$ cat config.mk
export PLATFORM = sky130hd
export DESIGN_NAME = a429_tx_control_status_regs
export DESIGN_NICKNAME = d
export VERILOG_FILES = /design/src/hdl/fifo_occupancy.v /design/src/hdl/a429_tx_control_status_regs.v
export VERILOG_INCLUDE_DIRS = /design/src /design/src/inc
export SDC_FILE = /design/constraint.sdc
export NUM_CORES = 1
export LEC_CHECK = 0
export ABC_CLOCK_PERIOD_IN_PS = 2900
export BUFFER_PORTS_ARGS = -buffer_cell sky130_fd_sc_hd__clkbuf_2
export CORE_ASPECT_RATIO = 1.2
export CORE_MARGIN = 3
export CORE_UTILIZATION = 48
export DETAILED_ROUTE_END_ITERATION = 8
export HOLD_SLACK_MARGIN = 0.1
export PLACE_DENSITY = 0.77
export SLEW_MARGIN = 20
export SYNTH_ARGS = -nofsm -noshare
export SYNTH_HDL_FRONTEND = slang
export SYNTH_SLANG_ARGS = --single-unit
export TNS_END_PERCENT = 10
$ cat constraint.sdc
create_clock -name i_clk -period 2.9 [get_ports i_clk]
set_input_delay 0.145 -clock i_clk [delete_from_list [all_inputs] [get_ports i_clk]]
set_output_delay 0.145 -clock i_clk [all_outputs]
set_load 0.05 [all_outputs]
$ cat src/inc/a429_tx_control_status_regs.vh
`ifndef A429_TX_CONTROL_STATUS_REGS_VH
`define A429_TX_CONTROL_STATUS_REGS_VH

// Command op-codes
`define OP_TX_CTRL_WR 8'h08
`define OP_TX_CTRL_RD 8'h84
`define OP_RX1_STATUS_RD 8'h90
`define OP_RX2_STATUS_RD 8'hb0
`define OP_TX_STATUS_RD 8'h80
`define OP_DIV_WR 8'h38
`define OP_DIV_RD 8'hd4
`define OP_TX_ENABLE 8'h40
`define OP_SOFT_RESET 8'h44
`define OP_READ_BIT 7

// Transmit control fields
`define TXC_DRIVER_TRISTATE 7
`define TXC_LABEL_REVERSE 6
`define TXC_AUTO_SEND 5
`define TXC_LOOPBACK_TEST 4
`define TXC_PARITY_SENSE 3
`define TXC_PARITY_INSERT 2
`define TXC_RATE 0
`define TXC_RESET 8'h00

// Divider register fields
`define DIV_MSB 4
`define DIV_LSB 1
`define DIV_RESET 8'h00

// Status fields
`define ST_EMPTY 0
`define ST_HALF 1
`define ST_FULL 2
`define ST_PRIO_LSB 3
`define ST_PRIO_MSB 5

// FIFO occupancy
`define FIFO_DEPTH 6'd32
`define FIFO_HALF 6'd16
`define FIFO_CNT_W 6

`endif

$ cat src/hdl/fifo_occupancy.v
`timescale 1ns/1ps
`default_nettype none
`include "a429_tx_control_status_regs.vh"

module fifo_occupancy (
    input wire i_clk,
    input wire i_nrst,
    input wire i_ce,
    input wire i_flush,
    input wire i_push,
    input wire i_pop,
    output wire o_empty,
    output wire o_half,
    output wire o_full
);

reg [`FIFO_CNT_W-1:0] count_r;
reg [`FIFO_CNT_W-1:0] count_nxt;
wire push_ok;
wire pop_ok;

// Overflow and underflow attempts are dropped so the count stays honest
assign push_ok = i_push && (count_r != `FIFO_DEPTH);
assign pop_ok = i_pop && (count_r != {`FIFO_CNT_W{1'b0}});

always @* begin
    count_nxt = count_r;
    if (i_flush) begin
        count_nxt = {`FIFO_CNT_W{1'b0}};
    end else if (push_ok && !pop_ok) begin
        count_nxt = count_r + 6'd1;
    end else if (pop_ok && !push_ok) begin
        count_nxt = count_r - 6'd1;
    end
end

always @(posedge i_clk or negedge i_nrst) begin
    if (!i_nrst) begin
        count_r <= {`FIFO_CNT_W{1'b0}};
    end else if (i_ce) begin
        count_r <= count_nxt;
    end
end

// Flags follow the count directly, one cycle after each push or pop
assign o_full = (count_r == `FIFO_DEPTH);
assign o_half = (count_r >= `FIFO_HALF);
assign o_empty = (count_r == {`FIFO_CNT_W{1'b0}});

endmodule
`default_nettype wire

$ cat src/hdl/a429_tx_control_status_regs.v
`timescale 1ns/1ps
`default_nettype none
`include "a429_tx_control_status_regs.vh"

module a429_tx_control_status_regs (
    input wire i_clk,
    input wire i_nrst,
    input wire i_ce,
    input wire i_cmd_valid,
    input wire [7:0] i_cmd_op,
    input wire [7:0] i_cmd_wdata,
    output reg o_rd_valid,
    output reg [7:0] o_rd_data,
    input wire [1:0] i_rx_push,
    input wire [1:0] i_rx_pop,
    input wire i_tx_push,
    input wire i_tx_pop,
    input wire [5:0] i_prio_hit,
    input wire [5:0] i_prio_read,
    input wire [31:0] i_tx_word,
    input wire i_tx_busy,
    input wire i_tx_line_a,
    input wire i_tx_line_b,
    input wire i_rx1_line_a,
    input wire i_rx1_line_b,
    input wire i_rx2_line_a,
    input wire i_rx2_line_b,
    output reg [31:0] o_tx_word,
    output reg o_tx_go,
    output reg o_tx_low_rate,
    output reg [3:0] o_ref_div,
    output reg o_fifo_flush,
    output reg o_line_a,
    output reg o_line_b,
    output reg o_line_a_oe_n,
    output reg o_line_b_oe_n,
    output reg o_rx1_a,
    output reg o_rx1_b,
    output reg o_rx2_a,
    output reg o_rx2_b
);

reg [7:0] tx_ctrl_r;
reg [7:0] div_r;
reg send_armed_r;
reg send_armed_nxt;
reg [5:0] prio_r;
reg [5:0] prio_nxt;
reg [7:0] rd_nxt;
reg [31:0] word_nxt;

wire driver_tristate;
wire tx_label_reverse;
wire tx_auto_send;
wire loopback_test;
wire parity_sense;
wire tx_parity_insert;
wire is_read;
wire op_tx_ctrl_wr;
wire op_div_wr;
wire op_tx_enable;
wire op_soft_reset;
wire [2:0] fifo_push;
wire [2:0] fifo_pop;
wire [2:0] fifo_empty;
wire [2:0] fifo_half;
wire [2:0] fifo_full;
wire [7:0] rx1_status;
wire [7:0] rx2_status;
wire [7:0] tx_status;
wire body_parity;
wire tx_fifo_empty;
wire [15:0] rx_status;
wire [7:0] label_mirror;
wire send_ok;

assign driver_tristate = tx_ctrl_r[`TXC_DRIVER_TRISTATE];
assign tx_label_reverse = tx_ctrl_r[`TXC_LABEL_REVERSE];
assign tx_auto_send = tx_ctrl_r[`TXC_AUTO_SEND];
assign loopback_test = tx_ctrl_r[`TXC_LOOPBACK_TEST];
assign parity_sense = tx_ctrl_r[`TXC_PARITY_SENSE];
assign tx_parity_insert = tx_ctrl_r[`TXC_PARITY_INSERT];

assign is_read = i_cmd_valid && i_cmd_op[`OP_READ_BIT];
assign op_tx_ctrl_wr = i_cmd_valid && (i_cmd_op == `OP_TX_CTRL_WR);
assign op_div_wr = i_cmd_valid && (i_cmd_op == `OP_DIV_WR);
assign op_tx_enable = i_cmd_valid && (i_cmd_op == `OP_TX_ENABLE);
assign op_soft_reset = i_cmd_valid && (i_cmd_op == `OP_SOFT_RESET);

// Channel 0 and 1 are the receivers, channel 2 the transmitter
assign fifo_push = {i_tx_push, i_rx_push};
assign fifo_pop = {i_tx_pop, i_rx_pop};

genvar ch;
genvar lbit;
generate
    for (ch = 0; ch < 3; ch = ch + 1) begin : g_occ
        fifo_occupancy u_occ (
            .i_clk(i_clk),
            .i_nrst(i_nrst),
            .i_ce(i_ce),
            .i_flush(op_soft_reset),
            .i_push(fifo_push[ch]),
            .i_pop(fifo_pop[ch]),
            .o_empty(fifo_empty[ch]),
            .o_half(fifo_half[ch]),
            .o_full(fifo_full[ch])
        );
    end
endgenerate

assign tx_fifo_empty = fifo_empty[2];

// Each receiver sees only its own FIFO and mailbox hits
generate
    for (ch = 0; ch < 2; ch = ch + 1) begin : g_rx_status
        assign rx_status[8*ch+7:8*ch] = {2'h0, prio_r[3*ch+2:3*ch], fifo_full[ch], fifo_half[ch],
                                         fifo_empty[ch]};
    end
endgenerate

assign rx1_status = rx_status[7:0];
assign rx2_status = rx_status[15:8];
assign tx_status = {5'h00, fifo_full[2], fifo_half[2], fifo_empty[2]};

// Mailbox hit flags: a new hit beats a same-cycle read or flush
always @* begin
    prio_nxt = prio_r & ~i_prio_read;
    if (op_soft_reset) begin
        prio_nxt = 6'h00;
    end
    prio_nxt = prio_nxt | i_prio_hit;
end

// Enable command arms sending until the queue drains
always @* begin
    send_armed_nxt = send_armed_r;
    if (tx_fifo_empty && !i_tx_busy) begin
        send_armed_nxt = 1'b0;
    end
    if (op_soft_reset) begin
        send_armed_nxt = 1'b0;
    end
    if (op_tx_enable) begin
        send_armed_nxt = 1'b1;
    end
end

// Soft reset drops send permission at once, on the same edge that clears the counts
assign send_ok = !tx_fifo_empty && !op_soft_reset && (tx_auto_send || send_armed_r);

// Unknown read op-codes answer zero so the host never stalls
always @* begin
    case (i_cmd_op)
        `OP_TX_CTRL_RD: rd_nxt = tx_ctrl_r;
        `OP_RX1_STATUS_RD: rd_nxt = rx1_status;
        `OP_RX2_STATUS_RD: rd_nxt = rx2_status;
        `OP_TX_STATUS_RD: rd_nxt = tx_status;
        `OP_DIV_RD: rd_nxt = div_r;
        default: rd_nxt = 8'h00;
    endcase
end

// Label byte mirrored bit by bit for the reversal option
generate
    for (lbit = 0; lbit < 8; lbit = lbit + 1) begin : g_label_mirror
        assign label_mirror[lbit] = i_tx_word[7-lbit];
    end
endgenerate

// Parity over the 31 lower bits; mirroring the label cannot change it
assign body_parity = ^i_tx_word[30:0];

always @* begin
    word_nxt = i_tx_word;
    if (tx_label_reverse) begin
        word_nxt[7:0] = label_mirror;
    end
    // Odd sense makes the total count of ones odd
    if (tx_parity_insert) begin
        word_nxt[31] = parity_sense ? body_parity : ~body_parity;
    end else begin
        word_nxt[31] = i_tx_word[31];
    end
end

always @(posedge i_clk or negedge i_nrst) begin
    if (!i_nrst) begin
        tx_ctrl_r <= `TXC_RESET;
        div_r <= `DIV_RESET;
        send_armed_r <= 1'b0;
        prio_r <= 6'h00;
        o_rd_valid <= 1'b0;
        o_rd_data <= 8'h00;
        o_fifo_flush <= 1'b0;
    end else if (i_ce) begin
        // Soft reset leaves the writable registers alone
        if (op_tx_ctrl_wr) begin
            tx_ctrl_r <= i_cmd_wdata;
        end
        if (op_div_wr) begin
            div_r <= i_cmd_wdata;
        end
        send_armed_r <= send_armed_nxt;
        prio_r <= prio_nxt;
        o_rd_valid <= is_read;
        // Last answer stays put so a slow host can still collect it
        if (is_read) begin
            o_rd_data <= rd_nxt;
        end
        o_fifo_flush <= op_soft_reset;
    end
end

always @(posedge i_clk or negedge i_nrst) begin
    if (!i_nrst) begin
        o_tx_word <= 32'h00000000;
        o_tx_go <= 1'b0;
        o_tx_low_rate <= 1'b0;
        o_ref_div <= 4'h0;
    end else if (i_ce) begin
        o_tx_word <= word_nxt;
        o_tx_go <= send_ok;
        o_tx_low_rate <= tx_ctrl_r[`TXC_RATE];
        // Spare divider bits are kept for readback only
        o_ref_div <= div_r[`DIV_MSB:`DIV_LSB];
    end
end

// Tristate outranks the loopback NULL hold
always @(posedge i_clk or negedge i_nrst) begin
    if (!i_nrst) begin
        o_line_a <= 1'b0;
        o_line_b <= 1'b0;
        // Driver stays floated until the first enabled clock
        o_line_a_oe_n <= 1'b1;
        o_line_b_oe_n <= 1'b1;
    end else if (i_ce) begin
        o_line_a_oe_n <= driver_tristate;
        o_line_b_oe_n <= driver_tristate;
        if (loopback_test) begin
            o_line_a <= 1'b0;
            o_line_b <= 1'b0;
        end else begin
            o_line_a <= i_tx_line_a;
            o_line_b <= i_tx_line_b;
        end
    end
end

always @(posedge i_clk or negedge i_nrst) begin
    if (!i_nrst) begin
        o_rx1_a <= 1'b0;
        o_rx1_b <= 1'b0;
        o_rx2_a <= 1'b0;
        o_rx2_b <= 1'b0;
    end else if (i_ce) begin
        // External receive levels are dropped entirely while looped back
        if (loopback_test) begin
            o_rx1_a <= i_tx_line_a;
            o_rx1_b <= i_tx_line_b;
            o_rx2_a <= i_tx_line_a;
            o_rx2_b <= i_tx_line_b;
        end else begin
            o_rx1_a <= i_rx1_line_a;
            o_rx1_b <= i_rx1_line_b;
            o_rx2_a <= i_rx2_line_a;
            o_rx2_b <= i_rx2_line_b;
        end
    end
end

endmodule
`default_nettype wire

==> results.sh, run 1 <==
export IMPL_power_density_mw_per_mm2=717
export IMPL_holdWs_ps=110
export IMPL_yosys_top_cells_area="dfrtp_1 (47%), mux2_2 (11%), xnor2_1 (6.1%)"
export IMPL_clock_path_buffers=2
export IMPL_required_ps=3180
export IMPL_pin_count=133
export IMPL_rsz0062_at_grt="yes"
export IMPL_crit_type="flip-flop to flip-flop"
export IMPL_syn_inst=455
export IMPL_holdPathStages=3
export IMPL_avgSynthCellArea_um2=11.1
export IMPL_skew_ps=3.62
export IMPL_fmax_mhz=351
export IMPL_synth_async_reset_ratio=1.00
export IMPL_grt_busiest_layer="met2"
export IMPL_synth_top_area_cell="dfrtp_1"
export IMPL_drt_initial_drc_count=190
export IMPL_route_vias_total=4221
export IMPL_synth_most_common_cell="dfrtp_1"
export IMPL_r2r_cells=10
export IMPL_viasPerCell=5.53
export IMPL_cts_tree="done"
export IMPL_yosys_area_share_simple=0.0981
export IMPL_crit_arrival_ps=3130
export IMPL_grtUsageMet1=0.278
export IMPL_slew_limit_headroom=0.449
export IMPL_synth_flop_cell="dfrtp_1"
export IMPL_rows=40
export IMPL_drc=0
export IMPL_use_met2=0.401
export IMPL_htree_levels=3
export IMPL_area_growth_pct=31.3
export IMPL_muxShareOfSynthArea=0.131
export IMPL_tightestPinTransition_ps=822
export IMPL_dieArea_mm2=0.0118
export IMPL_setup_viol=0
export IMPL_syn_area_mm2=0.00504
export IMPL_grt_first_pass_wirelength_um=22000
export IMPL_first_global_vias=4498
export IMPL_numCtsBuffers=9
export IMPL_synth_adder_area_share=0.0442
export IMPL_placedCellCount=703
export IMPL_drive_above_1_share=0.355
export IMPL_fin_crit_sh=0.984
export IMPL_use_met3=0.0555
export IMPL_grt_ovfl_total=0
export IMPL_reg2reg_to="g_occ[1].u_occ.count_r[5]$_DFFE_PN0P_"
export IMPL_fin_crit_ps=2850
export IMPL_start_util=0.498
export IMPL_path_max_fanout=6
export IMPL_grtUsageTotal=0.232
export IMPL_start_kind="flip-flop"
export IMPL_finalMaxSlewViolations=0
export IMPL_ys_seq_area_frac=0.477
export IMPL_synth_cell_types=54
export IMPL_io_buffers=132
export IMPL_ant_nets=0
export IMPL_fp_dieH_um=118
export IMPL_first_pass_iters=4
export IMPL_routedWlPerCell_um=17.4
export IMPL_hold_end="o_rx2_a$_DFFE_PN0P_"
export IMPL_worstSkewPairLatency_ps=340
export IMPL_peakVddDrop_mv=0.396
export IMPL_p_leak_nw=3.08
export IMPL_final_nets=725
export IMPL_coreArea_mm2=0.0101
export IMPL_run_status="completed"
export IMPL_r2r_slack_ps=50
export IMPL_grt_max_degree=55
export IMPL_diodes=0
export IMPL_root_buffer="clkbuf_16"
export IMPL_hpwl_um=9240
export IMPL_synthTopCellsByCount="dfrtp_1 (95), mux2_2 (48), xnor2_1 (35), nor2_1 (32), nand2_1 (26)"
export IMPL_totalWireLength_um=13300
export IMPL_gp_congestion=0.915
export IMPL_hp_start="i_rx2_line_a"
export IMPL_synth_seq_cells=96
export IMPL_ys_warn_count=0
export IMPL_fp_dieW_um=99.5
export IMPL_yosysTopAreaCellShare=0.472
export IMPL_maxCapViolations=0
export IMPL_synth_xor_area_share=0.0730
export IMPL_antenna_found_initial=0
export IMPL_hold_path_class="input pin to flip-flop"
export IMPL_clock_sinks=96
export IMPL_synth_top_family_by_area="compound AO/OA/AOI/OAI gates"
export IMPL_synth_compound_area_frac=0.149
export IMPL_clkTransAtPathRegs_ps=60
export IMPL_syn_nets=548
export IMPL_hold_viol=0
export IMPL_instances_no_fill=763
export IMPL_cp_end_kind="flip-flop"
export IMPL_synth_edf_count=0
export IMPL_r2r_start="g_occ[1].u_occ.count_r[1]$_DFFE_PN0P_"
==> per-layer routing <==
layer,wire (µm),vias up
met5,0,-
met4,271,0
met3,870,24
met2,6820,150
met1,5290,2051
li1,-,1996
==> cell type report <==
cell class                 instances  area (µm²)
multi-input combinational        325        2540
fill                             776        3500
clock inverter                     4        26.3
tap                              126         158
timing repair buffer             184        1160
sequential                        96        2400
inverter                          16        60.1
clock buffer                      12         267
==> worst max-delay path, cell delays in order (launching register included) <==
cell and delay [ps]:
dfrtp_1 420, or4_4 590, o21ai_2 180, nand3_4 130, ha_1 330, a211oi_2 240
o21bai_1 130, a21oi_2 160, xor2_1 100, or4_1 410, nand3_1 90
==> power by group <==
group / switching [mW] / internal (mW)
clock: 0.500 / 0.652
sequential: 0.225 / 1.53
combinational: 0.991 / 0.841
total: 1.72 / 3.03
==> cells in the final DEF (no fill, tap or decap), drive strengths merged, types with 3 or more instances in the layout <==
cell type / instances
o211ai: 3
xnor2: 35
or3: 3
mux2: 48
nand3b: 3
a221oi: 3
dfrtp: 95
fa: 3
nor2: 32
nand3: 9
a21o: 9
mux2i: 12
a21bo: 4
nand2: 26
o21ai: 26
a22o: 17
or4: 4
xor2: 7
a211oi: 4
a22oi: 8
nor2b: 5
nor3: 3
clkbuf: 142
dlygate4sd3: 41
inv: 17
ha: 13
buf: 13
a21oi: 21
==> how the worst max path moves through the flow <==
| stage | from | end | slack (ps) | cells after the start |
|---|---|---|---|---|
| after floorplan | g_occ[2].u_occ.count_r[0]$_DFFE_PN0P_ | g_occ[2].u_occ.count_r[5]$_DFFE_PN0P_ | 200 | 10 |
| after global placement | g_occ[0].u_occ.count_r[0]$_DFFE_PN0P_ | g_occ[0].u_occ.count_r[5]$_DFFE_PN0P_ | 170 | 12 |
| after detailed placement | g_occ[1].u_occ.count_r[1]$_DFFE_PN0P_ | g_occ[1].u_occ.count_r[5]$_DFFE_PN0P_ | -50 | 10 |
| after CTS | g_occ[0].u_occ.count_r[0]$_DFFE_PN0P_ | g_occ[0].u_occ.count_r[5]$_DFFE_PN0P_ | 10 | 12 |
| after global routing | g_occ[1].u_occ.count_r[1]$_DFFE_PN0P_ | g_occ[1].u_occ.count_r[5]$_DFFE_PN0P_ | -20 | 10 |
| final | g_occ[1].u_occ.count_r[1]$_DFFE_PN0P_ | g_occ[1].u_occ.count_r[5]$_DFFE_PN0P_ | 50 | 10 |
==> cell families (layout without fill, tap and decap cells) <==
kind of cell	Yosys count	after routing
flops	96	96
simple gates	98	98
xor+xnor	42	42
compound gates	109	109
mux	60	60
fa+ha+maj	16	16
buf+inv	34	216
==> metrics by stage <==
stage | utilization | total power, mW | setup TNS (ps) | setup WS, ps | cell area, µm²
floorplan | - | 3.02 | 0 | 203 | 5040
global placement | 0.578 | 3.35 | 0 | 167 | 5840
global route | 0.654 | 5.03 | -27.7 | -19.0 | 6610
finish | 0.654 | 4.74 | 0 | 47.6 | 6610
detailed placement | 0.578 | 3.46 | -47.2 | -47.2 | 5840
CTS | 0.648 | 4.68 | 0 | 11.8 | 6550
==> registers in the layout, summed over array words and instances (netlist names), 4 cells and up <==
| register | flops |
|---|---|
| prio_r | 6 |
| tx_ctrl_r | 8 |
| div_r | 8 |
| g_occ.u_occ.count_r | 18 |
| o_rd_data | 8 |
| o_ref_div | 4 |
| o_tx_word | 32 |
==> repair_timing <==
| action | in CTS | in global routing |
|---|---|---|
| hold buffers | 41 | 0 |
| buffers inserted | 0 | 3 |
| endpoints found under the setup margin | 1 | 3 |
| pin swaps | 1 | 3 |
| hold endpoints to repair | 100 | 0 |
| gates resized for setup | 2 | 11 |
(Power assumes the default switching activity.)
==> run 2: changes to the inputs <==
- BUFFER_PORTS_ARGS: -buffer_cell sky130_fd_sc_hd__clkbuf_2 -> -buffer_cell sky130_fd_sc_hd__buf_2
==> results.sh, run 2 (same netlist as run 1, synthesis figures left out) <==
export IMPL_run_status="completed"
export IMPL_numCtsBuffers=9
export IMPL_final_cell_mix="buf_2 (131), dfrtp_1 (93), mux2_2 (48)"
export IMPL_dieArea_mm2=0.0118
export IMPL_required_ps=3180
export IMPL_power_total_mw=4.77
export IMPL_routedWlPerCell_um=17.8
export IMPL_route_vias_total=4229
export IMPL_start_util=0.498
export IMPL_drive_above_1_share=0.349
export IMPL_p_leak_nw=3.05
export IMPL_grt_max_degree=66
export IMPL_slew_limit_headroom=0.481
export IMPL_cp_slowest_cell="or4_4"
export IMPL_holdPathStages=3
export IMPL_grt_first_pass_wirelength_um=22500
export IMPL_grtUsageTotal=0.239
export IMPL_ant_nets=0
export IMPL_hold_path_class="input pin to flip-flop"
export IMPL_tightestPinTransition_ps=774
export IMPL_top_register="o_tx_word"
export IMPL_fin_crit_ps=2800
export IMPL_setup_viol=0
export IMPL_fillers=792
export IMPL_root_buffer="clkbuf_16"
export IMPL_cp_end_kind="flip-flop"
export IMPL_holdWs_ps=113
export IMPL_peakVddDrop_mv=0.385
export IMPL_worstSkewPairLatency_ps=340
export IMPL_slowest_delay_ps=580
export IMPL_clock_path_buffers=2
export IMPL_coreArea_mm2=0.0101
export IMPL_final_common_cell="buf_2"
export IMPL_rsz0062_at_grt="yes"
export IMPL_largestRegisters="o_tx_word (32), g_occ.u_occ.count_r (18)"
export IMPL_hold_end="o_rx1_b$_DFFE_PN0P_"
export IMPL_fp_dieW_um=99.5
export IMPL_hpwl_um=9460
export IMPL_hp_start="i_rx1_line_b"
export IMPL_largest_reg_flops=32
export IMPL_seq_area_mm2=0.00241
export IMPL_hold_viol=0
export IMPL_antenna_found_initial=0
export IMPL_cp_cell_sequence="or4_4 -> nand3b_1 -> nand3_4 -> ha_1 -> a211oi_1 -> o21bai_1 -> a21oi_1 -> xor2_1 -> or4_1 -> nand3_1"
export IMPL_clock_sinks=96
export IMPL_diodes=0
export IMPL_cts_tree="done"
export IMPL_crit_arrival_ps=3080
export IMPL_clkTransAtPathRegs_ps=60
export IMPL_first_pass_iters=6
export IMPL_critPathTopFamily="simple AND/OR/NAND/NOR gates"
export IMPL_area_growth_pct=31.0
export IMPL_drt_initial_drc_count=260
export IMPL_drc=0
export IMPL_multiInputGateArea_mm2=0.00254
export IMPL_rows=40
export IMPL_skew_ps=4.01
export IMPL_viasPerCell=5.57
export IMPL_final_nets=721
export IMPL_placedInstanceArea_mm2=0.00582
export IMPL_path_max_fanout=6
export IMPL_maxCapViolations=0
export IMPL_gp_congestion=0.949
export IMPL_finalMaxSlewViolations=0
export IMPL_pin_count=133
export IMPL_postLayoutCellArea_mm2=0.00660
export IMPL_r2r_slack_ps=100
export IMPL_fin_crit_sh=0.965
export IMPL_htree_levels=3
export IMPL_first_global_vias=4564
export IMPL_io_buffers=132
export IMPL_r2r_cells=10
export IMPL_totalWireLength_um=13500
export IMPL_grt_ovfl_total=0
export IMPL_setup_tns_ps=0
export IMPL_cp_num_buf_inv=0
export IMPL_r2r_start="g_occ[1].u_occ.count_r[1]$_DFFE_PN0P_"
export IMPL_power_density_mw_per_mm2=723
export IMPL_start_kind="flip-flop"
export IMPL_reg2reg_to="g_occ[1].u_occ.count_r[5]$_DFFE_PN0P_"
export IMPL_crit_type="flip-flop to flip-flop"
export IMPL_fp_dieH_um=118
export IMPL_fmax_mhz=357
[run 2: changes by cell type in the layout (fill, tap and decap cells not counted), sizes merged]
cell,change
buf,+126
bufinv,+1
clkbuf,-130
clkinv,-1
[run 2: worst reg2reg max path: cells and delay by family, from the launching register on]
kind	cells	cell delay (ps)
compound gates	3	540
fa+ha+maj	1	250
xor+xnor	1	90
flops	1	420
simple gates	5	1440
[run 2: worst max-delay path by stage]
| stage | start | endpoint | slack (ps) | depth (start not counted) |
|---|---|---|---|---|
| 2_1_floorplan | g_occ[2].u_occ.count_r[0]$_DFFE_PN0P_ | g_occ[2].u_occ.count_r[5]$_DFFE_PN0P_ | 200 | 10 |
| 3_3_place_gp | g_occ[0].u_occ.count_r[0]$_DFFE_PN0P_ | g_occ[0].u_occ.count_r[5]$_DFFE_PN0P_ | 80 | 12 |
| 3_5_place_dp | g_occ[0].u_occ.count_r[0]$_DFFE_PN0P_ | g_occ[0].u_occ.count_r[5]$_DFFE_PN0P_ | -110 | 12 |
| 4_1_cts | g_occ[0].u_occ.count_r[0]$_DFFE_PN0P_ | g_occ[0].u_occ.count_r[5]$_DFFE_PN0P_ | 10 | 12 |
| 5_1_grt | g_occ[1].u_occ.count_r[1]$_DFFE_PN0P_ | g_occ[1].u_occ.count_r[5]$_DFFE_PN0P_ | -40 | 10 |
| 6_report | g_occ[1].u_occ.count_r[1]$_DFFE_PN0P_ | g_occ[1].u_occ.count_r[5]$_DFFE_PN0P_ | 100 | 10 |
[run 2: per-layer routing]
metal / global-route usage / wire length, µm / part of all wire
met1: 0.286 / 5290 / 0.39
met3: 0.0579 / 923 / 0.068
met2: 0.408 / 6940 / 0.51
met5: 0 / 0 / 0
met4: 0.0982 / 341 / 0.025
[run 2: stage by stage]
stage,std cells,util,setup WS (ps)
CTS,757,0.648,13.9
global placement,700,0.575,80.5
floorplan,455,-,203
finish,759,0.653,100
detailed placement,700,0.575,-111
global route,759,0.653,-38.4
[run 2: what timing repair did]
item,in CTS,in global routing
hold endpoints to repair,100,0
setup endpoints to repair,1,3
setup buffers,0,2
hold buffers,41,0
gates resized for setup,2,10
pin swaps,0,2
[run 2: final cells by class]
cell class                      instances  area share
Clock inverter                          4     0.00777
Inverter                               16     0.00910
Tap cell                              126      0.0239
Clock buffer                           12      0.0389
Timing Repair Buffer                  180       0.171
Sequential cell                        96       0.365
Multi-Input combinational cell        325       0.385
[run 2: power breakdown]
group | internal, mW | switching (mW) | total, mW
combinational | 0.828 | 0.963 | 1.79
sequential | 1.53 | 0.222 | 1.76
clock | 0.718 | 0.506 | 1.22
total | 3.08 | 1.69 | 4.77
